$ cat src/global_ctl_pkg.sv
// package: register map, field positions, reset values and timing for global control 4..6
package global_ctl_pkg;
  // printed offsets are not multiples of four: they are register indices
  localparam logic [7:0]  idx_mirror_mode     = 8'h05;
  localparam logic [7:0]  idx_uplink          = 8'h06;
  localparam logic [7:0]  idx_storm_low       = 8'h07;
  localparam logic [7:0]  idx_flush_freeze    = 8'h08;
  localparam logic [9:0]  addr_mirror_mode    = {idx_mirror_mode, 2'b00};
  localparam logic [9:0]  addr_uplink         = {idx_uplink, 2'b00};
  localparam logic [9:0]  addr_storm_low      = {idx_storm_low, 2'b00};
  localparam logic [9:0]  addr_flush_freeze   = {idx_flush_freeze, 2'b00};

  localparam int          bit_mirror_both     = 0;
  localparam int          bit_backpressure    = 7;
  localparam int          bit_half_duplex     = 6;
  localparam int          bit_flow_ctrl       = 5;
  localparam int          bit_slow_speed      = 4;
  localparam int          bit_null_vid_repl   = 3;
  localparam int          bit_flush           = 7;
  localparam int          bit_freeze          = 6;

  localparam logic        rst_mirror_both     = 1'b0;
  localparam logic [7:0]  rst_uplink          = 8'h00;
  localparam logic [7:0]  rst_storm_low       = 8'h4a;
  localparam logic [7:0]  rst_flush_freeze    = 8'h00;

  // flush takes this many cycles (one sweep of the counter memory)
  localparam logic [3:0]  flush_cycles        = 4'h8;

  // storm period, in ms, and derived cycle counts at 100 MHz
  localparam int          clk_mhz             = 100;
  localparam int          fast_period_ms      = 50;
  localparam int          slow_period_ms      = 500;
  localparam longint      fast_period_cyc     = longint'(fast_period_ms) * 1000 * clk_mhz;
  localparam longint      slow_period_cyc     = longint'(slow_period_ms) * 1000 * clk_mhz;

  typedef struct packed {
    logic        mirror_both;
    logic [7:0]  uplink;
    logic [7:0]  storm_low;
    logic [7:0]  flush_freeze;
    logic [3:0]  flush_cnt;
    logic [31:0] prdata;
    logic        pready;
    logic        pslverr;
  } regs_s;

  typedef struct packed {
    logic        backpressure;
    logic        half_duplex;
    logic        flow_ctrl;
    logic        slow_speed;
    logic        null_vid_repl;
    logic        mirror_both;
  } uplink_cfg_s;
endpackage

$ cat src/switch_global_control.sv
// global control 4..6: apb registers, mirror combine, storm budget, counter flush/freeze
`timescale 1ns/1ps
module switch_global_control #(
  parameter longint fast_period = global_ctl_pkg::fast_period_cyc,
  parameter longint slow_period = global_ctl_pkg::slow_period_cyc
) (
  input  wire logic                        pclk,
  input  wire logic                        presetn,
  input  wire logic                        psel,
  input  wire logic                        penable,
  input  wire logic                        pwrite,
  input  wire logic [11:0]                 paddr,
  input  wire logic [31:0]                 pwdata,
  output logic      [31:0]                 prdata,
  output logic                             pready,
  output logic                             pslverr,
  input  wire logic                        mirror_src_match,
  input  wire logic                        mirror_dst_match,
  output logic                             mirror_hit,
  output global_ctl_pkg::uplink_cfg_s      uplink_cfg,
  input  wire logic [4:0]                  port_fast,
  input  wire logic [4:0]                  storm_block,
  input  wire logic [4:0]                  storm_pkt_start,
  output logic      [4:0]                  storm_drop,
  output logic      [4:0]                  counter_clear,
  output logic      [4:0]                  counter_hold,
  output logic      [10:0]                 storm_budget
);
  import global_ctl_pkg::*;

  typedef struct packed {
    regs_s        r;
    logic         mirror_hit;
    uplink_cfg_s  cfg;
    logic [4:0]   clear;
    logic [4:0]   hold;
    logic [10:0]  budget;
    logic [4:0]   drop;
  } state_s;

  state_s st;
  state_s next_st;
  logic [31:0] per_cnt [5];
  logic [31:0] next_per_cnt [5];
  logic [10:0] used [5];
  logic [10:0] next_used [5];
  logic [4:0]  over;
  logic [4:0]  next_over;

  function automatic logic [31:0] period_of(input logic fast);
    period_of = fast ? 32'(fast_period) : 32'(slow_period);
  endfunction

  logic wr_access;
  logic [9:0] waddr;
  assign wr_access = psel & penable & pwrite;
  assign waddr     = paddr[11:2];

  always_comb begin
    next_st = st;
    next_st.r.pready  = psel & ~penable;
    next_st.r.pslverr = 1'b0;
    // flush runs for a fixed sweep then the bit drops by itself
    if (st.r.flush_freeze[bit_flush]) begin
      if (st.r.flush_cnt == flush_cycles - 4'h1) begin
        next_st.r.flush_freeze[bit_flush] = 1'b0;
        next_st.r.flush_cnt = 4'h0;
      end else begin
        next_st.r.flush_cnt = st.r.flush_cnt + 4'h1;
      end
    end
    if (psel & ~penable) begin
      next_st.r.prdata = 32'h0;
      case (paddr[11:2])
        {2'b00, idx_mirror_mode}:  next_st.r.prdata = {31'h0, st.r.mirror_both};
        {2'b00, idx_uplink}:       next_st.r.prdata = {24'h0, st.r.uplink};
        {2'b00, idx_storm_low}:    next_st.r.prdata = {24'h0, st.r.storm_low};
        {2'b00, idx_flush_freeze}: next_st.r.prdata = {24'h0, st.r.flush_freeze & 8'hdf};
        default:                next_st.r.pslverr = 1'b1;
      endcase
    end
    if (st.r.pready & psel & penable) begin
      if (st.r.pslverr) next_st.r.pslverr = 1'b0;
      if (wr_access & ~st.r.pslverr) begin
        case (waddr)
          {2'b00, idx_mirror_mode}:  next_st.r.mirror_both = pwdata[bit_mirror_both];
          {2'b00, idx_uplink}:       next_st.r.uplink = pwdata[7:0];
          {2'b00, idx_storm_low}:    next_st.r.storm_low = pwdata[7:0];
          {2'b00, idx_flush_freeze}: begin
            next_st.r.flush_freeze = {pwdata[7:6] | {st.r.flush_freeze[bit_flush], 1'b0},
                                      1'b0, pwdata[4:0]};
            if (~st.r.flush_freeze[bit_flush]) next_st.r.flush_cnt = 4'h0;
          end
          default: ;
        endcase
      end
    end
    next_st.mirror_hit = st.r.mirror_both ? (mirror_src_match & mirror_dst_match)
                                          : (mirror_src_match | mirror_dst_match);
    next_st.cfg.backpressure  = st.r.uplink[bit_backpressure];
    next_st.cfg.half_duplex   = st.r.uplink[bit_half_duplex];
    next_st.cfg.flow_ctrl     = st.r.uplink[bit_flow_ctrl];
    next_st.cfg.slow_speed    = st.r.uplink[bit_slow_speed];
    next_st.cfg.null_vid_repl = st.r.uplink[bit_null_vid_repl];
    next_st.cfg.mirror_both   = st.r.mirror_both;
    next_st.budget = {st.r.uplink[2:0], st.r.storm_low};
    // per-port enables gate flush and freeze
    next_st.clear = st.r.flush_freeze[bit_flush]  ? st.r.flush_freeze[4:0] : 5'h0;
    next_st.hold  = st.r.flush_freeze[bit_freeze] ? st.r.flush_freeze[4:0]
                                                  : 5'h0;
    next_st.drop  = over;
  end

  // storm budget accounting per port
  always_comb begin
    for (int p = 0; p < 5; p++) begin
      next_per_cnt[p] = per_cnt[p] + 32'h1;
      next_used[p]    = used[p];
      next_over[p]    = over[p];
      if (per_cnt[p] >= period_of(port_fast[p]) - 32'h1) begin
        next_per_cnt[p] = 32'h0;
        next_used[p]    = 11'h0;
        next_over[p]    = 1'b0;
      end else begin
        if (storm_block[p] & (used[p] != 11'h7ff)) next_used[p] = used[p] + 11'h1;
        if (storm_pkt_start[p] & (used[p] >= st.budget)) next_over[p] = 1'b1;
      end
    end
  end

  always_ff @(posedge pclk or negedge presetn) begin
    if (!presetn) begin
      st <= '0;
      st.r.mirror_both  <= rst_mirror_both;
      st.r.uplink       <= rst_uplink;
      st.r.storm_low    <= rst_storm_low;
      st.r.flush_freeze <= rst_flush_freeze;
      st.budget         <= {rst_uplink[2:0], rst_storm_low};
      over <= 5'h0;
      for (int p = 0; p < 5; p++) begin
        per_cnt[p] <= 32'h0;
        used[p]    <= 11'h0;
      end
    end else begin
      st   <= next_st;
      over <= next_over;
      for (int p = 0; p < 5; p++) begin
        per_cnt[p] <= next_per_cnt[p];
        used[p]    <= next_used[p];
      end
    end
  end

  assign prdata        = st.r.prdata;
  assign pready        = st.r.pready;
  assign pslverr       = st.r.pslverr;
  assign mirror_hit    = st.mirror_hit;
  assign uplink_cfg    = st.cfg;
  assign counter_clear = st.clear;
  assign counter_hold  = st.hold;
  assign storm_budget  = st.budget;
  assign storm_drop    = st.drop;
endmodule

$ cat config.mk
export PLATFORM = sky130hd
export DESIGN_NAME = switch_global_control
export DESIGN_NICKNAME = d
export VERILOG_FILES = /design/src/global_ctl_pkg.sv /design/src/switch_global_control.sv
export SDC_FILE = /design/constraint.sdc
export NUM_CORES = 1
export LEC_CHECK = 0
export BUFFER_PORTS_ARGS = -buffer_cell sky130_fd_sc_hd__buf_4
export CELL_PAD_IN_SITES_DETAIL_PLACEMENT = 1
export CELL_PAD_IN_SITES_GLOBAL_PLACEMENT = 1
export CORE_UTILIZATION = 37
export DETAILED_ROUTE_END_ITERATION = 10
export MAX_ROUTING_LAYER = met4
export PLACE_DENSITY = 0.78
export SYNTH_ARGS = -nofsm -noshare
export SYNTH_HDL_FRONTEND = slang
export SYNTH_SLANG_ARGS = --single-unit
export TNS_END_PERCENT = 20
$ cat constraint.sdc
create_clock -name pclk -period 2.1 [get_ports pclk]
set_clock_uncertainty 0.05 [all_clocks]
set_input_delay 0.105 -clock pclk [delete_from_list [all_inputs] [get_ports pclk]]
set_output_delay 0.105 -clock pclk [all_outputs]
set_load 0.02 [all_outputs]
==> summary.md <==
| Metric | Value |
|---|---|
| Result of the run | complete, but fails checks |
| Failing checks | setup timing |
| Average wire per standard cell | 18.3 µm |
| Commonest register cell after synthesis | dfrtp_1 |
| Share of total power in the clock network | 0.495 |
| Total buffers and inverters traversed by the critical path | 2 |
| Weighted congestion reported at the end of routability-driven placement | 0.817 |
| Pins over their slew limit | 0 |
| Number of setup violations in the final report | 78 |
| Number of iterations in the first detailed-routing pass | 4 |
| Maximum clock insertion buffer count | 3 |
| Gate Count Post-Synth | 1,572 |
| Critical path peak fanout | 7 |
| Via count of the first global-routing pass | 14,000 |
| DRC | 0 |
| Number of CTS-inserted buffers | 35 |
| First-iteration detailed-routing DRC count | 492 |
| Final period utilization | 1.11 |
| Die outline area | 44,100 µm² |
| Placement row count | 75 |
| Arrival time reported for the critical path endpoint | 2.67 ns |
| Critical-path top delay cell | or4_1 |
| Setup WS post-layout | -0.234 ns |
| Shortest clock period the worst path allows after layout | 2.33 ns |
| Routed via count | 12,700 |
| Transition time at the pin with the least slew margin | 0.767 ns |
| Switching pwr | 2810 µW |
| Startpoint of the most critical register-to-register path | per_cnt[89]$_DFF_PN0_ |
| Cell breakdown of the critical path | ha_4 -> nand3_4 -> a211o_1 -> or4_1 -> o211ai_1 -> buf_4 -> clkbuf_16 -> nor3_2 |
| Clock tree from TritonCTS | done |
| Post-Route Utilization | 0.474 |
| Average footprint of a synthesized cell | 10.2 µm² |
| Max capacitance violation total | 0 |
| Delay contributed by the slowest stage of the critical path | 0.49 ns |
| Crit-path leading delay family | simple AND/OR/NAND/NOR gates |
| Nets | 1,982 |
| CTS root buf | clkbuf_16 |
| PortBufs | 82 |
| Initial standard-cell utilization of the core | 0.379 |
| Count of flip-flops with a built-in enable after synthesis | 0 |
| Worst setup path class | register to register |
| Width of the die | 210 µm |
| Cell Pwr Density | 615 nW/µm² |
| GRT overflow | 0 |
| Worst hold slack | 0.0483 ns |
| Leakage | 0.00867 µW |
| H-Tree Level Count | 2 |
| Clock transition time at the flip-flop clock pins of the worst setup and hold paths | 0.06 ns |
| Warnings from Yosys | 0 |
| FF-to-FF End | used[24]$_DFFE_PN0P_ |
| Worst ir drop on vdd | 0.000509 V |
| Clock sink count | 291 |
| Critical path required time | 2.43 ns |
| Unrepaired setup endpoints after global routing | yes |
| Combined area of all synthesized cells | 16,000 µm² |
| Relative max-transition margin | 0.489 |
| Ys async rst share | 1.00 |
| F_max | 0.428 GHz |
| DRT antenna net count | 0 |
| Post-Layout Cell Count | 2,387 |
| Cell Count Post-Placement | 2,282 |
| FF-to-FF path depth | 8 |
| Number of fill cells | 4,630 |
| Ratio of routed vias to standard cells | 5.32 |
| Class of the tightest hold or removal check | primary input to async pin |
| Synthesis-to-finish area growth | 25.1% |
| First-pass GRT wire length | 71,600 µm |
| Die H | 210 µm |
| Number of top-level design ports | 133 |
| Area of the core | 42,300 µm² |
| Clock insertion delay at the later pin of the skew report | 0.53 ns |
| Total wirelength of the detailed-routed design | 43,700 µm |
| Overall power | 12,300 µW |
| Capturing element type of the critical path | register |
| Sequential element share of the synthesized area | 0.455 |
| Number of register bits inferred by synthesis | 291 |
| Synth unique cells | 66 |
| Maximum number of pins on one net before global-route repair | 70 |
| Global routing usage summed across all routing layers | 0.203 |
| Initial antenna violation count | 1 |
| Switching part of the total power | 0.228 |
| Worst reg2reg setup slack | -0.23 ns |
| Internal Dissipation | 9520 µW |
| Ratio of cells with drive above 1 in the final layout | 0.214 |
| Critical Path Start Type | register |
| Hold Violations, Final | 0 |
| Portion of total power attributed to sequential cells | 0.459 |
| Combinational Power Share | 0.046 |
| Estimated wirelength of the detail-placed design | 29,000 µm |
-- cell usage after synthesis, types with 10 or more instances --
master       n  area, µm²
nand3_1     78        390
xnor2_1     85        744
and3_1      18        113
a21o_1      10       75.1
nor3_2      11        110
a211oi_1    13       97.6
o21ai_0     25        125
and2_1      14       87.6
xor2_1      74        648
and4_1      33        289
nor4_1      24        150
ha_1       131       1640
dfrtp_1    285       7130
buf_2       10       50.1
nor2_1     132        495
buf_4       69        518
clkbuf_1    28        105
a2111oi_0   10       87.6
inv_1       49        184
a21oi_1     30        150
nand2_1    113        424
o21a_1      10       75.1
mux2_2      17        191
nor3_1     135        676
nand4_1     49        307
-- logic make-up after synthesis --
logic type               count (synthesis)  share of synthesized area
buffers and inverters                  160                     0.0554
multiplexers                            23                     0.0157
AND/OR/NAND/NOR                        643                      0.209
other                                    1                   0.000234
adder cells (fa/ha/maj)                131                      0.102
flip-flops                             291                      0.455
AO/OA/AOI/OAI                          164                     0.0752
XOR/XNOR                               159                     0.0869
-- final cells by class --
class                           instances  area, µm²  share of cell area
Timing Repair Buffer                  239       2130               0.106
Tap cell                              577        722              0.0360
Clock buffer                           48        985              0.0491
Clock inverter                         13        169             0.00843
Multi-Input combinational cell       1169       8560               0.427
Antenna cell                            1       2.50            0.000125
Sequential cell                       291       7290               0.364
Inverter                               49        184             0.00918
-- layout by cell type (no fill, tap or decap), drive strengths merged, types with 14 or more instances in the layout --
cell	netlist	layout
nand3	78	78
xor2	74	74
buf	82	209
clkbuf	29	49
nor2	132	132
o21ai	27	27
nor3	146	146
ha	131	131
xnor2	85	85
nor4	30	30
and3	18	18
inv	49	49
mux2	17	17
and4	33	33
nand4	49	49
conb	1	49
a21oi	30	30
dfrtp	285	285
dlygate4sd3	0	29
nand2	113	113
and2	14	14
-- per-stage QoR --
stage / setup TNS, ns / instance area (µm²) / setup slack, ns
2_1_floorplan: -1.90 / 16200 / -0.0713
3_3_place_gp: -5.97 / 17900 / -0.130
3_5_place_dp: -13.23 / 17900 / -0.242
4_1_cts: -11.13 / 19600 / -0.203
5_1_grt: -20.93 / 20000 / -0.312
6_report: -11.53 / 20000 / -0.234
-- flip-flops by register name, summed over array words and instances, names as in the netlist, 5 cells and up --
register / cells
per_cnt: 160
used: 55
next_st: 17
st: 11
storm_budget: 11
prdata: 8
uplink_cfg: 6
counter_clear: 5
counter_hold: 5
over: 5
storm_drop: 5
-- worst max path at each step --
stage / from / end / slack, ns / cells after the start
after floorplan: per_cnt[105]$_DFF_PN0_ / per_cnt[114]$_DFF_PN0_ / -0.07 / 8
final: per_cnt[89]$_DFF_PN0_ / used[24]$_DFFE_PN0P_ / -0.23 / 8
after global routing: per_cnt[89]$_DFF_PN0_ / used[24]$_DFFE_PN0P_ / -0.31 / 8
after global placement: port_fast[1] / used[41]$_DFFE_PN0P_ / -0.13 / 10
after detailed placement: per_cnt[114]$_DFF_PN0_ / per_cnt[107]$_DFF_PN0_ / -0.24 / 8
after CTS: per_cnt[105]$_DFF_PN0_ / per_cnt[117]$_DFF_PN0_ / -0.20 / 8
-- power groups by stage --
| stage | Combinational [µW] | Sequential [µW] | Clock, µW |
|---|---|---|---|
| detailed placement | 502 | 5760 | 0 |
| global placement | 482 | 5760 | 0 |
| floorplan | 221 | 5760 | 0 |
| finish | 570 | 5660 | 6100 |
| global route | 636 | 5660 | 6470 |
| CTS | 554 | 5660 | 6250 |
-- timing repair --
item                                    in CTS  in global routing
buffers inserted                             2                  7
endpoints found under the setup margin     154                163
cloned                                       2                  3
hold endpoints to repair                   332                  0
hold buffers                                29                  0
resized for setup                           35                 79
pin swaps                                   13                 12
-- per-layer routing --
layer	up-vias	routed length, µm	track usage
met4	0	1160	0.0682
met3	80	1300	0.0244
li1	5964	-	-
met5	-	0	-
met1	6439	18500	0.244
met2	209	22800	0.352
Power figures use the tool's default switching activity.
